$ cat src/rtl/ivp_map.vh
// Vector numbers, level field layout and tables for the vector priority resolver
`ifndef IVP_MAP_VH
`define IVP_MAP_VH

// ---------------------------------------------------------------
// Source slots (bit positions of the request vector)
// ---------------------------------------------------------------
`define IVP_NSRC 29
`define IVP_SLOT_NMI 0
`define IVP_SLOT_SLEEP 1
`define IVP_SLOT_EXT0 2
`define IVP_SLOT_WDOG 14
`define IVP_SLOT_CONV 15
`define IVP_SLOT_TMR0 16
`define IVP_SLOT_TMR1 21
`define IVP_SLOT_TMR2 25

// ---------------------------------------------------------------
// Vector numbers
// ---------------------------------------------------------------
`define IVP_VEC_NMI 8'h07
`define IVP_VEC_SLEEP 8'h12
`define IVP_VEC_EXT0 8'h40
`define IVP_VEC_WDOG 8'h51
`define IVP_VEC_CONV 8'h56
`define IVP_VEC_TMR0 8'h58
`define IVP_VEC_NONE 8'h00

// ---------------------------------------------------------------
// Level fields: four 3-bit fields per 16-bit level register
// ---------------------------------------------------------------
`define IVP_LVL_W 3
`define IVP_FIELD_LSB_0 12
`define IVP_FIELD_LSB_1 8
`define IVP_FIELD_LSB_2 4
`define IVP_FIELD_LSB_3 0
`define IVP_OFFSET_SHIFT 2
`define IVP_MODE_PRIO 2'h2

// Per-slot activation permissions (bit n = slot n)
`define IVP_XFER_OK 29'h066FBFFC
`define IVP_DMA_OK 29'h02218000

`endif

$ cat src/rtl/ivp_resolver.v
// Interrupt vector priority resolver: picks the winning request and its vector
`timescale 1ns/10ps
`include "ivp_map.vh"

module ivp_resolver #(
   parameter NSRC = `IVP_NSRC
) (
   // Clock and reset
   input wire clk_sys,
   input wire rst_n,
   // Control
   input wire [1:0] ctrl_mode,
   // Level registers A, B, C, E, F, G
   input wire [15:0] level_reg_a,
   input wire [15:0] level_reg_b,
   input wire [15:0] level_reg_c,
   input wire [15:0] level_reg_e,
   input wire [15:0] level_reg_f,
   input wire [15:0] level_reg_g,
   // Request lines, one per slot, from the same clock domain
   input wire [NSRC-1:0] req_in,
   // Result to the core
   output reg irq_valid_reg,
   output reg [7:0] vector_num_reg,
   output reg [9:0] vector_offset_reg,
   output reg [2:0] vector_level_reg,
   output reg nonmaskable_reg,
   output reg xfer_start_ok_reg,
   output reg dma_start_ok_reg
);

   // ---------------------------------------------------------------
   // Per-slot vector number and level lookup
   // ---------------------------------------------------------------
   wire [7:0] slot_vec [0:NSRC-1];
   wire [2:0] slot_lvl [0:NSRC-1];
   wire [NSRC-1:0] xfer_ok = `IVP_XFER_OK;
   wire [NSRC-1:0] dma_ok = `IVP_DMA_OK;

   // Six level registers flattened: field k sits in register k/4
   wire [95:0] lvl_regs = {level_reg_g, level_reg_f, level_reg_e,
                           level_reg_c, level_reg_b, level_reg_a};

   function [4:0] field_idx;
      input integer s;
      integer t;
      begin
         t = s - `IVP_SLOT_EXT0;
         if (s >= `IVP_SLOT_EXT0 && s < `IVP_SLOT_WDOG)
            field_idx = t[4:0];
         else if (s == `IVP_SLOT_WDOG)
            field_idx = 5'h0D; // Reg E, bits 10:8
         else if (s == `IVP_SLOT_CONV)
            field_idx = 5'h11; // Reg F, bits 10:8
         else if (s < `IVP_SLOT_TMR1)
            field_idx = 5'h12;
         else if (s < `IVP_SLOT_TMR2)
            field_idx = 5'h13;
         else
            field_idx = 5'h14;
      end
   endfunction

   function [7:0] vec_of;
      input integer s;
      integer t;
      integer u;
      begin
         t = s - `IVP_SLOT_EXT0;
         u = s - `IVP_SLOT_TMR0;
         if (s == `IVP_SLOT_NMI)
            vec_of = `IVP_VEC_NMI;
         else if (s == `IVP_SLOT_SLEEP)
            vec_of = `IVP_VEC_SLEEP;
         else if (s < `IVP_SLOT_WDOG)
            vec_of = `IVP_VEC_EXT0 + t[7:0];
         else if (s == `IVP_SLOT_WDOG)
            vec_of = `IVP_VEC_WDOG;
         else if (s == `IVP_SLOT_CONV)
            vec_of = `IVP_VEC_CONV;
         else
            vec_of = `IVP_VEC_TMR0 + u[7:0];
      end
   endfunction

   genvar g;
   generate
      for (g = 0; g < NSRC; g = g + 1) begin : g_slot
         localparam [4:0] FI = field_idx(g);
         localparam integer RB = (FI / 4) * 16;
         localparam integer FB = (FI % 4 == 0) ? `IVP_FIELD_LSB_0 :
                                 (FI % 4 == 1) ? `IVP_FIELD_LSB_1 :
                                 (FI % 4 == 2) ? `IVP_FIELD_LSB_2 : `IVP_FIELD_LSB_3;
         assign slot_vec[g] = vec_of(g);
         // Unranked sources get the top level so they always beat maskable ones
         if (g == `IVP_SLOT_NMI || g == `IVP_SLOT_SLEEP) begin : g_fixed
            assign slot_lvl[g] = 3'h7;
         end else begin : g_prog
            assign slot_lvl[g] = lvl_regs[RB+FB+2:RB+FB];
         end
      end
   endgenerate

   // ---------------------------------------------------------------
   // Arbitration
   // ---------------------------------------------------------------
   // Both winners are worked out every cycle and the mode only picks
   // one of them, so a mode change takes effect on the next edge.
   reg def_found;
   reg [4:0] def_win;
   reg lvl_found;
   reg [4:0] lvl_win;
   reg [2:0] best_lvl;
   reg nm_pend;
   reg found;
   reg [4:0] win;
   integer i;
   integer j;
   wire prio_mode = (ctrl_mode == `IVP_MODE_PRIO);

   // Default order: slots are in vector order, so the last hit of a
   // downward scan is the lowest vector
   always @* begin
      def_found = 1'h0;
      def_win = 5'h00;
      for (i = NSRC - 1; i >= 0; i = i - 1) begin
         if (req_in[i]) begin
            def_found = 1'h1;
            def_win = i[4:0];
         end
      end
   end

   // Level order: a greater-or-equal compare on the downward scan
   // leaves the lowest vector among equal levels
   always @* begin
      lvl_found = 1'h0;
      lvl_win = 5'h00;
      best_lvl = 3'h0;
      for (j = NSRC - 1; j >= 0; j = j - 1) begin
         if (req_in[j] && (!lvl_found || slot_lvl[j] >= best_lvl)) begin
            lvl_found = 1'h1;
            lvl_win = j[4:0];
            best_lvl = slot_lvl[j];
         end
      end
   end

   // Nonmaskable requests win in every mode, pin request before sleep
   always @* begin
      nm_pend = req_in[`IVP_SLOT_NMI] | req_in[`IVP_SLOT_SLEEP];
      found = prio_mode ? lvl_found : def_found;
      win = prio_mode ? lvl_win : def_win;
      if (nm_pend) begin
         win = req_in[`IVP_SLOT_NMI] ? 5'h00 : 5'h01;
      end
   end

   // ---------------------------------------------------------------
   // Next result
   // ---------------------------------------------------------------
   // An idle cycle shows all zeros, so the core never sees a stale vector
   reg irq_valid_next;
   reg [7:0] vector_num_next;
   reg [9:0] vector_offset_next;
   reg [2:0] vector_level_next;
   reg nonmaskable_next;
   reg xfer_start_ok_next;
   reg dma_start_ok_next;

   always @* begin
      irq_valid_next = 1'h0;
      vector_num_next = `IVP_VEC_NONE;
      vector_offset_next = 10'h000;
      vector_level_next = 3'h0;
      nonmaskable_next = nm_pend;
      xfer_start_ok_next = 1'h0;
      dma_start_ok_next = 1'h0;
      if (found) begin
         irq_valid_next = 1'h1;
         vector_num_next = slot_vec[win];
         vector_offset_next = {slot_vec[win], 2'h0};
         vector_level_next = slot_lvl[win];
         xfer_start_ok_next = xfer_ok[win];
         dma_start_ok_next = dma_ok[win];
      end
   end

   // ---------------------------------------------------------------
   // Registered result
   // ---------------------------------------------------------------
   always @(posedge clk_sys or negedge rst_n) begin
      if (!rst_n) begin
         irq_valid_reg <= 1'h0;
         vector_num_reg <= `IVP_VEC_NONE;
         vector_offset_reg <= 10'h000;
         vector_level_reg <= 3'h0;
         nonmaskable_reg <= 1'h0;
         xfer_start_ok_reg <= 1'h0;
         dma_start_ok_reg <= 1'h0;
      end else begin
         irq_valid_reg <= irq_valid_next;
         vector_num_reg <= vector_num_next;
         vector_offset_reg <= vector_offset_next;
         vector_level_reg <= vector_level_next;
         nonmaskable_reg <= nonmaskable_next;
         xfer_start_ok_reg <= xfer_start_ok_next;
         dma_start_ok_reg <= dma_start_ok_next;
      end
   end

endmodule

$ cat config.mk
export PLATFORM = sky130hd
export DESIGN_NAME = ivp_resolver
export DESIGN_NICKNAME = d
export VERILOG_FILES = /design/src/rtl/ivp_resolver.v
export VERILOG_INCLUDE_DIRS = /design/src /design/src/rtl
export SDC_FILE = /design/constraint.sdc
export NUM_CORES = 1
export LEC_CHECK = 0
export BUFFER_PORTS_ARGS = -buffer_cell sky130_fd_sc_hd__clkbuf_2
export CORE_ASPECT_RATIO = 1.25
export CORE_MARGIN = 8
export CORE_UTILIZATION = 55
export CTS_CLUSTER_DIAMETER = 100
export DETAILED_ROUTE_END_ITERATION = 12
export PLACE_DENSITY = 0.82
export SLEW_MARGIN = 20
export SYNTH_ARGS = -nofsm -noshare
export SYNTH_HDL_FRONTEND = slang
export SYNTH_SLANG_ARGS = --single-unit
$ cat constraint.sdc
create_clock -name clk_sys -period 0.8 [get_ports clk_sys]
set_input_delay 0.12 -clock clk_sys [delete_from_list [all_inputs] [get_ports clk_sys]]
set_output_delay 0.12 -clock clk_sys [all_outputs]
set_load 0.1 [all_outputs]
==> impl_metrics.json, run 1 <==
{
  "yosysMostFrequentCell": "nand2_1",
  "syn-instance-count": 792,
  "synth.top_cell.area_share": 0.137,
  "ys_seq_area_frac": 0.0639,
  "portBuffers": 104,
  "ys_ff_latch": 14,
  "synth_area_sq_um": 5480,
  "synth_edf_count": 0,
  "synth_area_leaders": "ha_1, dfrtp_1, nand2_1",
  "yosysWarnings": 0,
  "dp_hpwl_mm": 30.1,
  "synth_common_cells": "nand2_1, nor2_1, inv_1, ha_1, a21oi_1",
  "io-pin-count": 154,
  "error": "[ERROR DPL-0033] detailed placement checks failed during check placement.",
  "async_reset_ff_frac": 1.00,
  "synth_top_cell_by_area": "ha_1",
  "status": "did not finish",
  "die_w_um": 105,
  "synth.distinct_cells": 97,
  "placementRows": 40,
  "syn_area_per_cell_sq_um": 6.92,
  "dominantRegCellSynth": "dfrtp_1",
  "failing_step": "detailed placement (3_5_place_dp)",
  "start_util": 0.567,
  "gp_congestion": 1.04,
  "fp.dieH_um": 128
}
-- per-stage QoR --
stage / hold WS, ps / area (sq um) / TNS [ps]
floorplan: -176 / 6340 / -344970
global placement: 16.8 / 9510 / -341360
-- kinds of logic after synthesis --
| logic type | after synthesis | share of synthesized area |
|---|---|---|
| XOR/XNOR | 1 | 0.00160 |
| flip-flops | 14 | 0.0639 |
| multiplexers | 34 | 0.0689 |
| AND/OR/NAND/NOR | 309 | 0.284 |
| buffers and inverters | 97 | 0.0785 |
| other | 1 | 0.000684 |
| adder cells (fa/ha/maj) | 63 | 0.142 |
| AO/OA/AOI/OAI | 273 | 0.360 |
==> run 2, diff against run 1 <==
--- a/config.mk
+++ b/config.mk
@@ -7,12 +7,10 @@
 export NUM_CORES = 1
 export LEC_CHECK = 0
 export BUFFER_PORTS_ARGS = -buffer_cell sky130_fd_sc_hd__clkbuf_2
-export CORE_ASPECT_RATIO = 1.25
 export CORE_MARGIN = 8
-export CORE_UTILIZATION = 55
-export CTS_CLUSTER_DIAMETER = 100
+export CORE_UTILIZATION = 40
 export DETAILED_ROUTE_END_ITERATION = 12
-export PLACE_DENSITY = 0.82
+export PLACE_DENSITY_LB_ADDON = 0.15
 export SLEW_MARGIN = 20
 export SYNTH_ARGS = -nofsm -noshare
 export SYNTH_HDL_FRONTEND = slang
==> run 2 against run 1 <==
Against the previous run:
- the flow now finishes, with violations (negative setup slack)
- synthesized cell count unchanged
- synthesized area unchanged
==> impl_metrics.json, run 2 <==
{
  "numClockSinks": 14,
  "placementRows": 42,
  "yosysWarnings": 0,
  "pre_cts_ws_ps": -29810,
  "start_util": 0.412,
  "grt_pass1_wl_mm": 46.3,
  "via_per_inst": 6.26,
  "synthAdderAreaFrac": 0.142,
  "cp-end-kind": "flop",
  "peakVddDrop_mv": 4.18,
  "synth_edf_count": 0,
  "drt.antenna.violating_nets": 0,
  "synth_area_leaders": "ha_1, dfrtp_1, nand2_1",
  "rsz0062_at_grt": "yes",
  "arrival_ps": 30750,
  "grt_remaining_overflow": 0,
  "worst_path_max_delay_cell": "or4_4",
  "ys_seq_area_frac": 0.0639,
  "setup_slack_ps": -29840,
  "crit_family": "compound AO/OA/AOI/OAI gates",
  "drv_slew": 0,
  "syn_area_per_cell_sq_um": 6.92,
  "syn-instance-count": 792,
  "criticalPathCategory": "input pin to flop",
  "synth_top_cell_by_area": "ha_1",
  "wl_per_cell_um": 21.9,
  "tritoncts": "done",
  "largest_reg_flops": 7,
  "finalCriticalPeriod_ps": 30640,
  "cts_buffer_depth": 2,
  "htreeDepth": 1,
  "clk_pin_slew_ps": 40,
  "critPathLaunchType": "input pin",
  "grt_pass1_vias": 9249,
  "wl_mm": 32.7,
  "synth_common_cells": "nand2_1, nor2_1, inv_1, ha_1, a21oi_1",
  "fp.dieH_um": 133,
  "gp_congestion": 0.953,
  "die_area_sq_um": 17700,
  "cp_max_fo": 6,
  "grt_usage": 0.313,
  "slew_headroom": 0.384,
  "drive_gt1_frac": 0.620,
  "die_w_um": 133,
  "hold_viol": 0,
  "synth-simple-area-share": 0.284,
  "synth.distinct_cells": 97,
  "yosysMostFrequentCell": "nand2_1",
  "dominantRegCellSynth": "dfrtp_1",
  "core_area_sq_um": 13300,
  "clock.fmax_mhz": 32.6,
  "cp.buffers_inverters": 15,
  "cellPowerDensity_nw_per_um2": 4930,
  "tightest_slew_ps": 909,
  "grt_max_degree": 15,
  "io-pin-count": 154,
  "final_cell_mix": "buf_4, clkbuf_2, nand2_1",
  "synth.mux.area_fraction": 0.0689,
  "hold_path.class": "input pin to asynchronous set/reset pin",
  "critPathRequiredTime_ps": 910,
  "portBuffers": 104,
  "dp_hpwl_mm": 21.5,
  "antenna_found_initial": 0,
  "synth.top_cell.area_share": 0.137,
  "fin_util": 0.875,
  "cts_buffers": 3,
  "fin_nets": 1510,
  "cts_root_buf": "clkbuf_16",
  "status": "finished with violations",
  "drt_iter0_markers": 1034,
  "synth_top_family_by_area": "compound AO/OA/AOI/OAI gates",
  "drc": 0,
  "async_reset_ff_frac": 1.00,
  "cp_common_cell": "ha_4",
  "holdWs_ps": 316,
  "drv_cap": 0,
  "final_common_cell": "buf_4",
  "synth_area_sq_um": 5480,
  "synthToLayoutAreaGrowth_pct": 112,
  "synth_xor_area_frac": 0.00160,
  "synth_compound_area_frac": 0.360,
  "final-setup-viol-count": 34,
  "p_leak_nw": 5.52,
  "cpPeakStageDelay_ps": 550,
  "vias": 9369,
  "dr.pass1.iters": 6,
  "diodes": 0,
  "finalCritPeriodShare": 38.3,
  "ys_ff_latch": 14,
  "violations": "negative setup slack",
  "fin_setup_tns_ps": -362180
}
[run 2: cell counts after synthesis]
Identical to the previous run, type by type.
[run 2: path summary, 6_finish.rpt]
| check | start | to | slack (ps) | cells after the start |
|---|---|---|---|---|
| min | rst_n | vector_num_reg[4] | 320 | 2 |
| max in group asynchronous | rst_n | vector_num_reg[3] | 210 | 2 |
| max | req_in[28] | vector_level_reg[2] | -29840 | 166 |
| min in group clk_sys | req_in[0] | nonmaskable_reg | 400 | 4 |
[run 2: repair_timing]
item / 4_1_cts / 5_1_grt
gates resized for setup: 107 / 109
hold buffers: 1 / 0
endpoints found under the setup margin: 34 / 34
pin swaps: 102 / 80
gates cloned: 2 / 0
buffers inserted: 75 / 20
hold endpoints to repair: 14 / 0
[run 2: area by class of cell]
| class | count | area, sq um |
|---|---|---|
| clock buffers | 4 | 88.8 |
| fillers | 639 | 1660 |
| inverters | 65 | 251 |
| multi-input cells | 685 | 6320 |
| flip-flops and latches | 14 | 383 |
| well taps | 176 | 220 |
| repair buffers | 551 | 4360 |
| repair inverters | 1 | 7.51 |
[run 2: cells by family (layout without fill, tap and decap cells)]
| family | after synthesis | in the layout |
|---|---|---|
| adders and majority gates | 63 | 63 |
| muxes | 34 | 34 |
| xor gates and xnor gates | 1 | 1 |
| AOI/OAI and AO/OA | 273 | 274 |
| other | 1 | 4 |
| and+or+nand+nor | 309 | 309 |
| buffers and inverters | 97 | 621 |
| DFF | 14 | 14 |
[run 2: metal layers]
layer	track usage	wire length (um)	vias to the layer above
met5	0	0	-
met4	0.109	2010	0
met3	0.0382	3300	213
met2	0.543	15200	769
met1	0.387	12200	4358
li1	-	-	4029
[run 2: power by group]
group | switching, mW | internal [mW]
Combinational | 26.6 | 28.5
Clock | 0.275 | 0.756
Sequential | 0.270 | 0.982
Total | 27.1 | 30.2
[run 2: metrics by stage]
stage | cell area, sq um | std cells | power [mW]
finish | 11600 | 1496 | 57.3
global route | 11600 | 1496 | 60.0
CTS | 10900 | 1476 | 49.4
detailed placement | 9770 | 1395 | 40.5
global placement | 9770 | 1395 | 38.8
floorplan | 6340 | 795 | 25.1
Power figures use the tool's default switching activity.
==> run 3, diff against run 2 <==
--- a/config.mk
+++ b/config.mk
@@ -7,6 +7,7 @@
 export NUM_CORES = 1
 export LEC_CHECK = 0
 export BUFFER_PORTS_ARGS = -buffer_cell sky130_fd_sc_hd__clkbuf_2
+export CORE_ASPECT_RATIO = 0.75
 export CORE_MARGIN = 8
 export CORE_UTILIZATION = 40
 export DETAILED_ROUTE_END_ITERATION = 12
==> constraint.sdc (replaced) <==
create_clock -name clk_sys -period 32.6 [get_ports clk_sys]
set_input_delay 4.89 -clock clk_sys [delete_from_list [all_inputs] [get_ports clk_sys]]
set_output_delay 4.89 -clock clk_sys [all_outputs]
set_load 0.1 [all_outputs]
==> run 3 against run 2 <==
Against the previous run:
- the flow still finishes with violations (negative setup slack)
- worst hold slack better by 4200 ps
- final cell count is 11% lower
- largest cell class unchanged
- largest power group unchanged
- non-clock buffer count is 161 lower
- via count is 15% lower
- core utilization is 16 points lower
- critical path type unchanged
- first-iteration DRC count is 19% lower
- combinational power is 98% lower
- total power is 98% lower
- die area is 0.21% higher
- sequential share of layout area is 0.33 points higher
==> impl_metrics.json, run 3 (synthesis gave the netlist of run 2 again) <==
{
  "drv_cap": 0,
  "cp.buffers_inverters": 12,
  "via_per_inst": 5.94,
  "grt_max_degree": 15,
  "crit_path_start": "req_in[28]",
  "antenna_found_initial": 0,
  "use_met2": 0.410,
  "use_met1": 0.376,
  "top_usage_layer": "met2",
  "portBuffers": 104,
  "clk_pin_slew_ps": 40,
  "die_area_sq_um": 17700,
  "critPathRequiredTime_ps": 32740,
  "slew_headroom": 0.432,
  "status": "finished with violations",
  "placementRows": 37,
  "grt_use_met3": 0.0196,
  "die_w_um": 151,
  "cts_root_buf": "clkbuf_16",
  "vias": 7918,
  "drt_iter0_markers": 841,
  "hold_path.class": "input pin to asynchronous set/reset pin",
  "crit_family": "compound AO/OA/AOI/OAI gates",
  "gp_congestion": 0.943,
  "final_common_cell": "buf_4",
  "rsz0062_at_grt": "yes",
  "cellPowerDensity_nw_per_um2": 122,
  "wl_per_cell_um": 18.7,
  "setup_slack_ps": -2670,
  "criticalPathCategory": "input pin to flop",
  "cp-end-kind": "flop",
  "cp_max_fo": 6,
  "largest_reg_flops": 7,
  "cts_buffer_depth": 2,
  "finalCriticalPeriod_ps": 35270,
  "tritoncts": "done",
  "grt_pass1_wl_mm": 38.3,
  "grt_remaining_overflow": 0,
  "arrival_ps": 35410,
  "dp.cells": 1255,
  "io-pin-count": 154,
  "grt_usage": 0.258,
  "wl_mm": 24.9,
  "cp_common_cell": "nand2b_4",
  "hold_viol": 0,
  "start_util": 0.404,
  "p_total_mw": 1.19,
  "cts_buffers": 3,
  "finalCritPeriodShare": 1.08,
  "clock.fmax_mhz": 28.4,
  "critPathLaunchType": "input pin",
  "cpPeakStageDelay_ps": 500,
  "fp.dieH_um": 117,
  "p_leak_nw": 4.55,
  "grt_pass1_vias": 7652,
  "violations": "negative setup slack",
  "final_cell_mix": "buf_4, clkbuf_2, nand2_1",
  "dr.pass1.iters": 5,
  "synthToLayoutAreaGrowth_pct": 76.5,
  "final-setup-viol-count": 12,
  "drive_gt1_frac": 0.535,
  "peakVddDrop_mv": 0.146,
  "diodes": 0,
  "hold_buffers": 0,
  "htreeDepth": 1,
  "tightest_slew_ps": 844,
  "dp_hpwl_mm": 19.5,
  "numClockSinks": 14,
  "drt.antenna.violating_nets": 0,
  "drv_slew": 0,
  "fin_nets": 1348,
  "core_area_sq_um": 13600,
  "instances_no_fill": 1332,
  "drc": 0,
  "worst_path_max_delay_cell": "or4_4"
}
## run 3: worst max path at each step
stage	end	slack (ps)	cells after the start
3_5_place_dp	vector_level_reg[2]	-3060	165
6_report	vector_level_reg[0]	-2670	166
5_1_grt	vector_level_reg[2]	-3820	167
3_3_place_gp	vector_num_reg[2]	-2660	165
4_1_cts	vector_level_reg[2]	-1720	166
2_1_floorplan	vector_num_reg[0]	-1600	164
## run 3: per-layer routing
metal | wire length (um) | share of wire
met5 | 0 | 0
met4 | 299 | 0.012
met3 | 2110 | 0.085
met2 | 11100 | 0.45
met1 | 11400 | 0.46
## run 3: final cells by class
type | instances | area, sq um
Timing Repair Buffer | 390 | 2780
Sequential cell | 14 | 350
Tap cell | 175 | 219
Clock buffer | 3 | 75.1
Multi-Input combinational cell | 685 | 5990
Fill cell | 1069 | 3890
Inverter | 65 | 256
## run 3: timing repair
item,4_1_cts,5_1_grt
gates resized for setup,79,66
setup buffers,52,22
cloned,1,0
setup endpoints to repair,12,12
pin swaps,91,66
## run 3: metrics by stage
stage,setup slack [ps],hold WS [ps],utilization,instance area [sq um],setup TNS (ps)
2_1_floorplan,-1600,4590,-,6220,-17410
3_3_place_gp,-2660,4780,0.617,8370,-30490
3_5_place_dp,-3060,4800,0.617,8370,-35280
4_1_cts,-1720,4550,0.679,9210,-19370
5_1_grt,-3820,4570,0.713,9680,-44200
6_report,-2670,4540,0.713,9680,-29950
## run 3: power by group
group / internal [mW] / total, mW / switching, mW / leakage, nW
combinational: 0.577 / 1.14 / 0.562 / 4.36
clock: 0.0159 / 0.0217 / 0.00579 / 0.0370
sequential: 0.0223 / 0.0243 / 0.00200 / 0.161
